[src/hdl/ris_pkg.sv]
// shared constants for the remappable input select bank
package ris_pkg;

  // field and bank geometry
  localparam int unsigned CODE_W = 5;
  localparam int unsigned NUM_PINS = 32;
  localparam int unsigned NUM_REGS = 9;
  localparam int unsigned NUM_SLOTS = 18;
  localparam int unsigned REG_W = 16;
  localparam int unsigned LO_LSB = 0;
  localparam int unsigned HI_LSB = 8;
  localparam int unsigned ADDR_W = 12;
  localparam int unsigned DATA_W = 32;
  localparam int unsigned SYNC_STAGES = 2;

  typedef logic [CODE_W-1:0] ris_code_t;
  typedef logic [3:0] ris_reg_idx_t;

  // register byte addresses on the bus
  localparam logic [ADDR_W-1:0] ADDR_CAP_A = 12'h000;
  localparam logic [ADDR_W-1:0] ADDR_CAP_B = 12'h004;
  localparam logic [ADDR_W-1:0] ADDR_CAP_C = 12'h008;
  localparam logic [ADDR_W-1:0] ADDR_FAULT = 12'h00C;
  localparam logic [ADDR_W-1:0] ADDR_SER1 = 12'h010;
  localparam logic [ADDR_W-1:0] ADDR_SER2 = 12'h014;
  localparam logic [ADDR_W-1:0] ADDR_SYNC1 = 12'h018;
  localparam logic [ADDR_W-1:0] ADDR_SYNC1_SEL = 12'h01C;
  localparam logic [ADDR_W-1:0] ADDR_SYNC2 = 12'h020;
  localparam logic [ADDR_W-1:0] ADDR_LOCK = 12'h024;
  localparam logic [ADDR_W-1:0] ADDR_PINS = 12'h028;

  // register indices used by the decoder
  localparam ris_reg_idx_t IDX_LOCK = 4'h9;
  localparam ris_reg_idx_t IDX_PINS = 4'hA;
  localparam ris_reg_idx_t IDX_NONE = 4'hF;

  // reset value of every implemented select field
  localparam ris_code_t CODE_RESET = 5'h1F;
  localparam logic LOCK_RESET = 1'b0;
  localparam int unsigned LOCK_BIT = 0;

  // slot k sits in register k/2, low field if k even, high field if odd
  localparam logic [NUM_SLOTS-1:0] SLOT_USED = 18'h3_7FDF;
  localparam int unsigned SLOT_CAP1 = 0;
  localparam int unsigned SLOT_CAP2 = 1;
  localparam int unsigned SLOT_CAP3 = 2;
  localparam int unsigned SLOT_CAP4 = 3;
  localparam int unsigned SLOT_CAP5 = 4;
  localparam int unsigned SLOT_FLT_A = 6;
  localparam int unsigned SLOT_FLT_B = 7;
  localparam int unsigned SLOT_SER1_RX = 8;
  localparam int unsigned SLOT_SER1_CTS = 9;
  localparam int unsigned SLOT_SER2_RX = 10;
  localparam int unsigned SLOT_SER2_CTS = 11;
  localparam int unsigned SLOT_SYNC1_DIN = 12;
  localparam int unsigned SLOT_SYNC1_CLK = 13;
  localparam int unsigned SLOT_SYNC1_SEL = 14;
  localparam int unsigned SLOT_SYNC2_DIN = 16;
  localparam int unsigned SLOT_SYNC2_CLK = 17;

endpackage

[src/hdl/ris_pin_select.sv]
// one routing lane: picks the pin named by a select code
`timescale 1ns/1ps
`default_nettype none
module ris_pin_select
  import ris_pkg::*;
(
  input wire logic clk,
  input wire logic rst_n,
  input wire logic [ris_pkg::NUM_PINS-1:0] pins,
  input wire ris_pkg::ris_code_t code,
  output logic level
);
  import ris_pkg::*;

  logic level_r;
  logic level_nxt;

  // exactly one pin feeds the lane, named by the code
  assign level_nxt = pins[code];

  // registered so the peripheral sees a clean level
  always_ff @(posedge clk or negedge rst_n)
  begin
    if (!rst_n)
    begin
      level_r <= 1'b0;
    end
    else
    begin
      level_r <= level_nxt;
    end
  end

  assign level = level_r;

endmodule
`default_nettype wire

[src/hdl/ris_select_bank.sv]
// remappable input select bank with apb register access
//
// How it works
// - capture 1 from select A bits 4-0, capture 2 from bits 12-8
// - capture 3 from select B bits 4-0, capture 4 from bits 12-8
// - capture 5 from select C bits 4-0; bits 15-5 unused
// - fault A from fault select bits 4-0, fault B from bits 12-8
// - serial one receive from bits 4-0, clear-to-send from bits 12-8
// - serial two receive from bits 4-0, clear-to-send from bits 12-8
// - sync one data from bits 4-0, clock from bits 12-8
// - sync one slave select from its own register bits 4-0
// - sync two data from bits 4-0, clock from bits 12-8
// - unused bits read zero and ignore writes
// - every select field resets to all ones and is read/write
// - a field value n routes remappable pin n to its input
// - mapping writes accepted only while the mapping lock is clear
`timescale 1ns/1ps
`default_nettype none
module ris_select_bank
  import ris_pkg::*;
(
  input wire logic CLK,
  input wire logic RST_N,
  input wire logic PSEL,
  input wire logic PENABLE,
  input wire logic PWRITE,
  input wire logic [ris_pkg::ADDR_W-1:0] PADDR,
  input wire logic [ris_pkg::DATA_W-1:0] PWDATA,
  input wire logic [3:0] PSTRB,
  output logic PREADY,
  output logic [ris_pkg::DATA_W-1:0] PRDATA,
  output logic PSLVERR,
  input wire logic [ris_pkg::NUM_PINS-1:0] REMAPPABLE_PIN,
  output logic MAPPING_LOCK,
  output logic CAPTURE1_IN,
  output logic CAPTURE2_IN,
  output logic CAPTURE3_IN,
  output logic CAPTURE4_IN,
  output logic CAPTURE5_IN,
  output logic COMPARE_FAULT_A,
  output logic COMPARE_FAULT_B,
  output logic SERIAL1_RX,
  output logic SERIAL1_CTS,
  output logic SERIAL2_RX,
  output logic SERIAL2_CTS,
  output logic SYNC1_DIN,
  output logic SYNC1_CLK,
  output logic SYNC1_SEL,
  output logic SYNC2_DIN,
  output logic SYNC2_CLK
);
  import ris_pkg::*;

  // address decode: if/else chain to register index
  function automatic ris_reg_idx_t decode_addr(
    input logic [ADDR_W-1:0] addr
  );
    ris_reg_idx_t idx;
    idx = IDX_NONE;
    if (addr == ADDR_CAP_A)
      idx = 4'h0;
    else if (addr == ADDR_CAP_B)
      idx = 4'h1;
    else if (addr == ADDR_CAP_C)
      idx = 4'h2;
    else if (addr == ADDR_FAULT)
      idx = 4'h3;
    else if (addr == ADDR_SER1)
      idx = 4'h4;
    else if (addr == ADDR_SER2)
      idx = 4'h5;
    else if (addr == ADDR_SYNC1)
      idx = 4'h6;
    else if (addr == ADDR_SYNC1_SEL)
      idx = 4'h7;
    else if (addr == ADDR_SYNC2)
      idx = 4'h8;
    else if (addr == ADDR_LOCK)
      idx = IDX_LOCK;
    else if (addr == ADDR_PINS)
      idx = IDX_PINS;
    else
      idx = IDX_NONE;
    return idx;
  endfunction

  // register index of a slot
  function automatic ris_reg_idx_t slot_reg(input int unsigned slot);
    return ris_reg_idx_t'(slot / 2);
  endfunction

  // reset synchroniser: assert at once, release through two flops
  logic rst_meta_r;
  logic rst_sync_r;
  logic rst_n_int;

  always_ff @(posedge CLK or negedge RST_N)
  begin
    if (!RST_N)
    begin
      rst_meta_r <= 1'b0;
      rst_sync_r <= 1'b0;
    end
    else
    begin
      rst_meta_r <= 1'b1;
      rst_sync_r <= rst_meta_r;
    end
  end

  assign rst_n_int = rst_sync_r;

  // pins come from outside, so two flops before anything reads them
  logic [NUM_PINS-1:0] pin_meta_r;
  logic [NUM_PINS-1:0] pin_sync_r;

  always_ff @(posedge CLK or negedge rst_n_int)
  begin
    if (!rst_n_int)
    begin
      pin_meta_r <= '0;
      pin_sync_r <= '0;
    end
    else
    begin
      pin_meta_r <= REMAPPABLE_PIN;
      pin_sync_r <= pin_meta_r;
    end
  end

  // bus phase qualifiers
  logic setup_phase;
  logic access_phase;
  logic wr_commit;
  ris_reg_idx_t acc_idx;
  logic acc_mapped;

  assign setup_phase = PSEL && !PENABLE;
  assign access_phase = PSEL && PENABLE;
  assign wr_commit = access_phase && PWRITE;
  assign acc_idx = decode_addr(PADDR);
  assign acc_mapped = (acc_idx != IDX_NONE);

  // zero wait states: every access phase ends at its first edge
  assign PREADY = 1'b1;

  // lock bit, itself always writable so software can unlock
  logic lock_r;
  logic lock_nxt;
  logic lock_wr;

  assign lock_wr = wr_commit && (acc_idx == IDX_LOCK) && PSTRB[0];
  assign lock_nxt = lock_wr ? PWDATA[LOCK_BIT] : lock_r;

  always_ff @(posedge CLK or negedge rst_n_int)
  begin
    if (!rst_n_int)
    begin
      lock_r <= LOCK_RESET;
    end
    else
    begin
      lock_r <= lock_nxt;
    end
  end

  assign MAPPING_LOCK = lock_r;

  // select fields: one array entry per slot, only 5 bits kept
  ris_code_t field_r [NUM_SLOTS];
  logic [NUM_SLOTS-1:0] field_wr;
  ris_code_t field_lvl [NUM_SLOTS];
  logic [NUM_SLOTS-1:0] lane_level;

  genvar gs;
  generate
    for (gs = 0; gs < NUM_SLOTS; gs++)
    begin : g_slot
      if (SLOT_USED[gs])
      begin : g_used
        // each lane owns its code flop; the array only collects them
        ris_code_t code_r;

        // locked writes are dropped, not deferred
        // byte lane strobe gates each field separately
        assign field_wr[gs] = wr_commit && !lock_r
          && (acc_idx == slot_reg(gs)) && PSTRB[gs % 2];
        // only the 5 code bits exist; upper lane bits are lost
        assign field_lvl[gs] = (gs % 2 == 0)
          ? PWDATA[LO_LSB +: CODE_W] : PWDATA[HI_LSB +: CODE_W];

        // fields start at all ones and are read/write
        always_ff @(posedge CLK or negedge rst_n_int)
        begin
          if (!rst_n_int)
          begin
            code_r <= CODE_RESET;
          end
          else if (field_wr[gs])
          begin
            code_r <= field_lvl[gs];
          end
        end

        // one continuous driver per array element, none procedural
        assign field_r[gs] = code_r;

        // code n delivers pin n; lanes may name the same pin
        ris_pin_select u_sel (
          .clk(CLK),
          .rst_n(rst_n_int),
          .pins(pin_sync_r),
          .code(field_r[gs]),
          .level(lane_level[gs])
        );
      end
      else
      begin : g_hole
        // unimplemented high half of a single-field register
        assign field_wr[gs] = 1'b0;
        assign field_lvl[gs] = '0;
        assign field_r[gs] = '0;
        assign lane_level[gs] = 1'b0;
      end
    end
  endgenerate

  // read value of a select register, unused bits zero
  logic [REG_W-1:0] sel_rd [NUM_REGS];

  genvar gr;
  generate
    for (gr = 0; gr < NUM_REGS; gr++)
    begin : g_rd
      assign sel_rd[gr] = {3'h0, field_r[2*gr+1], 3'h0, field_r[2*gr]};
    end
  endgenerate

  // read data and error, captured in setup so access shows flops
  logic [DATA_W-1:0] rd_value;
  logic [DATA_W-1:0] rdata_r;
  logic [DATA_W-1:0] rdata_nxt;
  logic slverr_r;
  logic slverr_nxt;

  assign rd_value = (acc_idx < ris_reg_idx_t'(NUM_REGS))
    ? {16'h0000, sel_rd[acc_idx[3:0]]}
    : (acc_idx == IDX_LOCK) ? {31'h0000_0000, lock_r}
    : (acc_idx == IDX_PINS) ? pin_sync_r
    : 32'h0000_0000;
  assign rdata_nxt = (setup_phase && !PWRITE) ? rd_value : rdata_r;
  // unmapped address answers with an error, nothing is stored
  assign slverr_nxt = setup_phase ? !acc_mapped : slverr_r;

  always_ff @(posedge CLK or negedge rst_n_int)
  begin
    if (!rst_n_int)
    begin
      rdata_r <= '0;
      slverr_r <= 1'b0;
    end
    else
    begin
      rdata_r <= rdata_nxt;
      slverr_r <= slverr_nxt;
    end
  end

  assign PRDATA = rdata_r;
  assign PSLVERR = slverr_r && access_phase;

  // peripheral inputs, each from exactly one lane
  assign CAPTURE1_IN = lane_level[SLOT_CAP1];
  assign CAPTURE2_IN = lane_level[SLOT_CAP2];
  assign CAPTURE3_IN = lane_level[SLOT_CAP3];
  assign CAPTURE4_IN = lane_level[SLOT_CAP4];
  assign CAPTURE5_IN = lane_level[SLOT_CAP5];
  assign COMPARE_FAULT_A = lane_level[SLOT_FLT_A];
  assign COMPARE_FAULT_B = lane_level[SLOT_FLT_B];
  assign SERIAL1_RX = lane_level[SLOT_SER1_RX];
  assign SERIAL1_CTS = lane_level[SLOT_SER1_CTS];
  assign SERIAL2_RX = lane_level[SLOT_SER2_RX];
  assign SERIAL2_CTS = lane_level[SLOT_SER2_CTS];
  assign SYNC1_DIN = lane_level[SLOT_SYNC1_DIN];
  assign SYNC1_CLK = lane_level[SLOT_SYNC1_CLK];
  assign SYNC1_SEL = lane_level[SLOT_SYNC1_SEL];
  assign SYNC2_DIN = lane_level[SLOT_SYNC2_DIN];
  assign SYNC2_CLK = lane_level[SLOT_SYNC2_CLK];

endmodule
`default_nettype wire

[config.mk]
export PLATFORM = sky130hd
export DESIGN_NAME = ris_select_bank
export DESIGN_NICKNAME = d
export VERILOG_FILES = /design/src/hdl/ris_pkg.sv /design/src/hdl/ris_pin_select.sv /design/src/hdl/ris_select_bank.sv
export SDC_FILE = /design/constraint.sdc
export NUM_CORES = 1
export LEC_CHECK = 0
export BUFFER_PORTS_ARGS = -buffer_cell sky130_fd_sc_hd__buf_2
export CORE_UTILIZATION = 50
export DETAILED_ROUTE_END_ITERATION = 10
export GPL_TIMING_DRIVEN = 0
export HOLD_SLACK_MARGIN = 0.05
export PLACE_DENSITY_LB_ADDON = 0.05
export SETUP_SLACK_MARGIN = 0.3
export SLEW_MARGIN = 10
export SYNTH_ARGS = -nofsm -noshare
export SYNTH_HDL_FRONTEND = slang
export SYNTH_HIERARCHICAL = 1
export SYNTH_SLANG_ARGS = --single-unit
[constraint.sdc]
create_clock -name CLK -period 12 [get_ports CLK]
set_clock_uncertainty 0.05 [all_clocks]
set_input_delay 2.4 -clock CLK [delete_from_list [all_inputs] [get_ports CLK]]
set_output_delay 2.4 -clock CLK [all_outputs]
set_load 0.01 [all_outputs]
==> impl_metrics.json, run 1 <==
{
  "hold_viol_final": 0,
  "holdCritPathClass": "register to asynchronous set/reset pin",
  "ctsHoldBuffers": 0,
  "detail_route.wirelength_um": 44160,
  "diodes": 0,
  "cts-root-buf": "clkbuf_16",
  "postCtsSetupBuffers": 0,
  "drive_gt1_share_pct": 27.14,
  "clk_pin_slew_worst_paths_ps": 90,
  "yosys_warnings": 6,
  "power_switching_uw": 444.9,
  "cts_tree": "done",
  "synth_edf_count": 0,
  "synth_seq_cells": 196,
  "drt_iter0_markers": 1252,
  "vias": 10840,
  "dp_hpwl_um": 27400,
  "cp.arrival_ps": 2800,
  "setup_tns_ps": 0,
  "dpl_worst_slack_ps": 6489,
  "cp_data_required_time_ps": 9550,
  "grt_pass1_vias": 10580,
  "cp-end-kind": "primary output",
  "die_area_um2": 26300,
  "p_int_uw": 1033,
  "start_util_pct": 50.94,
  "fin_crit_ps": 5246,
  "p_leak_uw": 0.005429,
  "async_flop_share_pct": 100.0,
  "grt_pass1_wl_um": 66300,
  "finalNetCount": 1428,
  "synth_area_um2": 12830,
  "grt.total_usage_pct": 34.55,
  "cts.htree.levels": 4,
  "antenna_found_initial": 0,
  "power_frac_seq_pct": 50.2,
  "clock_sinks": 196,
  "boundaryPins": 136,
  "rsz0062_at_grt": "no",
  "gp_congestion": 0.8960,
  "row_count": 58,
  "tightest_slew_ps": 1300,
  "drcViolationCount": 0,
  "grt_overflow": 0,
  "synth_commonest_cells": "268 x mux2i_1, 154 x nand2_1, 116 x dfrtp_1",
  "outcome": "finished, final reports clean",
  "wl_per_cell_um": 26.19,
  "clk-insertion-delay-late_ps": 460,
  "synth_area_leaders": "dfrtp_1 23%, mux2i_1 21%, dfstp_2 16%",
  "fin_crit_sh_pct": 43.71,
  "drv_cap": 0,
  "setup_viol": 0,
  "grt_max_degree": 67,
  "clock_path_buffers": 2,
  "cts_resized": 0,
  "slew_violations": 0,
  "worst_slack_ps": 6754,
  "netlist_instances": 1212,
  "synth_top_cell_area_share_pct": 22.63,
  "irDropWorstVdd_v": 0.00008737,
  "maxSlewHeadroom_pct": 13.33,
  "crit_path_start_kind": "input pin",
  "firstDrtPassIters": 6,
  "numCtsBuffers": 17,
  "ant_nets": 0,
  "area_growth_pct": 13.12,
  "p_sw_share_pct": 30.10,
  "combPwrFrac_pct": 7.3,
  "timing.fmax_mhz": 190.6,
  "portBuffers": 108,
  "power_density_nw_per_um2": 101.9,
  "vias_per_cell": 6.428,
  "die_h_um": 162.2,
  "synth_area_per_cell_um2": 10.58,
  "p_clk_share_pct": 42.6,
  "core_region_area_um2": 25180,
  "timing_worst_setup_path_type": "input pin to primary output",
  "reg2reg_depth": 5,
  "synth-main-ff-cell": "dfrtp_1",
  "yosysMostFrequentCell": "mux2i_1",
  "synth_largest_area_cell": "dfrtp_1",
  "yosysUniqueCellTypes": 56,
  "seq_area_frac_synth_pct": 39.01,
  "crit_fanout": 4,
  "die_x_um": 162.2
}
state kept, by name, indices dropped and copies added, names as in the netlist:
name                       count
rst_n_int                      1
pin_meta_r                    32
slverr_r                       1
rst_meta_r                     1
g_slot.g_used.code_r          80
PRDATA                        32
pin_sync_r                    32
g_slot.g_used.u_sel/level     16
MAPPING_LOCK                   1
final cells by class:
cell class,instances,area [µm²]
Inverter,3,11.26
Clock buffer,17,425.4
Clock inverter,15,221.5
Sequential cell,196,5009
Buffer,60,618.1
Tap cell,330,412.9
Timing Repair Buffer,111,615.6
Fill cell,2231,10670
Multi-Input combinational cell,954,7198
power by group through the flow:
stage          registers [µW]  clock network [µW]  logic [µW]
3_5_place_dp              749                   0         106
5_1_grt                   740                 664         118
3_3_place_gp              759                   0        91.6
6_report                  742                 629         108
4_1_cts                   738                 640         107
2_1_floorplan             726                   0        50.7
logic make-up after synthesis:
family                 Yosys count  synth area share (%)
and+or+nand+nor                387                 15.77
other                            1               0.02923
AOI/OAI and AO/OA              207                 11.47
buffers and inverters           63                 4.906
DFF                            196                 39.01
muxes                          358                 28.81
per-stage QoR:
stage / cell area (µm²) / total power (µW) / hold WS [ps] / cells / util (%)
after floorplan: 12830 / 776.3 / 281.2 / 1213 / -
after global placement: 13790 / 850.6 / 281.2 / 1651 / 54.75
after detailed placement: 13860 / 855.7 / 235.5 / 1654 / 55.06
after CTS: 14510 / 1484 / 245.2 / 1686 / 57.63
after global routing: 14510 / 1522 / 271.2 / 1686 / 57.63
final: 14510 / 1478 / 227.1 / 1686 / 57.63
critical path: stages:
cell and delay (ps):
buf_2 120, and3_1 150, buf_2 130
worst paths after layout:
check	startpoint	endpoint	slack, ps
max	PENABLE	PSLVERR	6750
min	rst_n_int	pin_sync_r[12]	230
max reg2reg	pin_sync_r[1]	PRDATA[1]	9810
min reg2reg	rst_n_int	pin_sync_r[12]	230
max in group asynchronous	RST_N	rst_n_int	10140
min in group CLK	pin_meta_r[0]	pin_sync_r[0]	300
metal layers:
layer	up-vias	share of wire [%]	track usage, %
met5	-	0	0
met3	165	8.5	5.644
met2	606	44	51.66
met1	5272	42	47.58
li1	4795	-	-
met4	0	5.3	19.30
cell usage in the layout (no fill, tap or decap), types with 37 or more instances in the layout:
master	n
mux2i_1	268
mux2_2	90
a21oi_1	52
nand3_1	62
a22oi_1	72
dfrtp_1	115
dfstp_2	80
nor2_1	37
nand2_1	154
buf_2	114
No activity file was read; power rests on OpenSTA's default activity.
==> run 2: changes to the inputs <==
- ABC_AREA: unset -> 1
- clock period: 12 -> 4.6 ns (I/O delays scaled with it)
==> run 2 against run 1 <==
  * Hold slack got worse by 44 ps
  * Sequential power increased to 2.6 times the previous value
  * Cell count grew 51%
  * First-iteration DRC count grew 31%
  * Combinational power up 150%
  * Design area is 6.2% higher
  * Synthesized cell count rose by 70%
  * Worst setup slack got worse by 4600 ps
  * Register-to-register slack got worse by 7200 ps
  * Power increased to 2.6 times the previous value
  * Via count rose by 34%
  * Largest cell class unchanged
  * Largest power group unchanged
  * Highest routed layer unchanged
==> impl_metrics.json, run 2 <==
{
  "synth_area_per_cell_um2": 6.656,
  "ant_nets": 0,
  "postCtsSetupBuffers": 0,
  "clk-insertion-delay-late_ps": 460,
  "row_count": 60,
  "synth_area_leaders": "nand2_1 25%, dfrtp_1 21%, nand3_1 18%",
  "numCtsBuffers": 17,
  "critPathMostFrequentCell": "nand2_1",
  "dpl_worst_slack_ps": 1794,
  "seq_area_frac_synth_pct": 36.43,
  "yosysMostFrequentCell": "nand2_1",
  "largest_register_ffs": 80,
  "drcViolationCount": 0,
  "diodes": 0,
  "grt_pass1_vias": 13570,
  "synth_seq_cells": 196,
  "cts-root-buf": "clkbuf_16",
  "synth-main-ff-cell": "dfrtp_1",
  "cts_tree": "done",
  "grt_pass1_wl_um": 77020,
  "final_cell_mix": "903 x nand2_1, 486 x nand3_1, 132 x buf_2",
  "crit_path_start_kind": "input pin",
  "dpl-instance-area_um2": 14800,
  "yosys_warnings": 6,
  "die_h_um": 167.8,
  "timing.fmax_mhz": 413.7,
  "drive_gt1_share_pct": 20.56,
  "holdCritPathClass": "input pin to asynchronous set/reset pin",
  "portBuffers": 108,
  "yosysUniqueCellTypes": 32,
  "grt_max_degree": 58,
  "die_x_um": 167.8,
  "rsz0062_at_grt": "no",
  "drv_cap": 0,
  "p_leak_uw": 0.007296,
  "crit_fanout": 10,
  "final_area_um2": 15410,
  "firstDrtPassIters": 7,
  "clock_sinks": 196,
  "vias_per_cell": 5.709,
  "core_region_area_um2": 26950,
  "dp_hpwl_um": 32370,
  "synth_largest_area_cell": "nand2_1",
  "boundaryPins": 136,
  "slew_violations": 0,
  "ctsHoldBuffers": 0,
  "cp.arrival_ps": 2710,
  "final_common_cell": "nand2_1",
  "hold_viol_final": 0,
  "fin_crit_sh_pct": 52.55,
  "grt.total_usage_pct": 36.41,
  "clock_path_buffers": 2,
  "totalPowerFinal_uw": 3787,
  "die_area_um2": 28140,
  "path_cells": "buf_2 -> nor2_4 -> nand2_2 -> nor2_2 -> nand2_1 -> clkbuf_1 -> nand3_1 -> nand2_1 -> nand2_1 -> nand2_1 -> nand2_1 -> nand3_1 -> nand2_1 -> nand2_1",
  "netlist_instances": 2064,
  "top_register": "g_slot.g_used.code_r",
  "max_stage_delay_ps": 270,
  "cp_data_required_time_ps": 4900,
  "setup_tns_ps": 0,
  "fin_crit_ps": 2417,
  "synth_area_um2": 13740,
  "synth_top_cell_area_share_pct": 24.67,
  "vias": 14550,
  "timing_worst_setup_path_type": "input pin to register",
  "detail_route.wirelength_um": 49970,
  "finalNetCount": 2280,
  "area_growth_pct": 12.16,
  "synth_commonest_cells": "903 x nand2_1, 486 x nand3_1, 116 x dfrtp_1",
  "cp-end-kind": "register",
  "wl_per_cell_um": 19.60,
  "reg2reg_depth": 8,
  "tightest_slew_ps": 1323,
  "gp_congestion": 0.9809,
  "cts_resized": 0,
  "outcome": "finished, final reports clean",
  "fill_cells": 2664,
  "worst_slack_ps": 2183,
  "slowest_stage": "clkbuf_1",
  "grt_overflow": 0,
  "async_flop_share_pct": 100.0,
  "setup_viol": 0,
  "cts.htree.levels": 4,
  "irDropWorstVdd_v": 0.0002509,
  "drt_iter0_markers": 1642,
  "maxSlewHeadroom_pct": 11.83,
  "final_util_pct": 57.17,
  "clk_pin_slew_worst_paths_ps": 80,
  "synth_edf_count": 0,
  "antenna_found_initial": 0,
  "power_density_nw_per_um2": 245.8,
  "start_util_pct": 50.97
}
==> run 2: cell type report <==
class | count | area [µm²] | share of cell area (%)
multi-input combinational | 1645 | 7259 | 47.11
tap | 341 | 426.7 | 2.769
timing repair buffer | 111 | 615.6 | 3.995
inverter | 131 | 571.8 | 3.711
clock buffer | 18 | 439.2 | 2.850
clock inverter | 14 | 173.9 | 1.129
sequential | 196 | 5016 | 32.55
buffer | 93 | 905.9 | 5.879
==> run 2: per-layer routing <==
layer / track usage, % / share of wire, %
met2: 58.55 / 46
met3: 6.949 / 9.0
met5: 0 / 0
met4: 20.90 / 6.1
met1: 45.84 / 39
==> run 2: stage by stage <==
stage | instances | hold slack [ps]
after floorplan | 2065 | 281.1
after global placement | 2514 | 281.7
after detailed placement | 2517 | 284.6
after CTS | 2549 | 174.8
after global routing | 2549 | 167.7
final | 2549 | 183.1
==> run 2: final timing paths <==
path                                startpoint                            end  slack (ps)
worst max-delay path                  PADDR[1]                      PRDATA[2]        2180
worst min-delay path                     RST_N                      rst_n_int         180
worst max register to register   pin_sync_r[1]  g_slot[13].g_used.u_sel/level        2580
worst min register to register       rst_n_int   g_slot[9].g_used.u_sel/level         290
max in group asynchronous            rst_n_int    g_slot[10].g_used.code_r[0]        3440
min in group CLK                pin_meta_r[24]                 pin_sync_r[24]         300
==> run 2: logic make-up (layout without fill, tap and decap cells) <==
logic type,Yosys count,in the layout,share of synthesized area (%)
AOI/OAI and AO/OA,95,95,3.561
buffers and inverters,224,367,10.76
DFF,196,196,36.43
and+or+nand+nor,1548,1548,49.23
other,1,2,0.02730
==> run 2: report_power, final <==
| group | total, µW | internal (µW) | switching, µW |
|---|---|---|---|
| Combinational | 267 | 109 | 158 |
| Clock | 1580 | 799 | 781 |
| Sequential | 1940 | 1760 | 180 |
| Total | 3790 | 2670 | 1120 |
==> run 2: worst max-delay path, delay by kind of cell <==
family	cells	cell delay, ps
AND/OR/NAND/NOR	12	1400
buffers and inverters	2	390
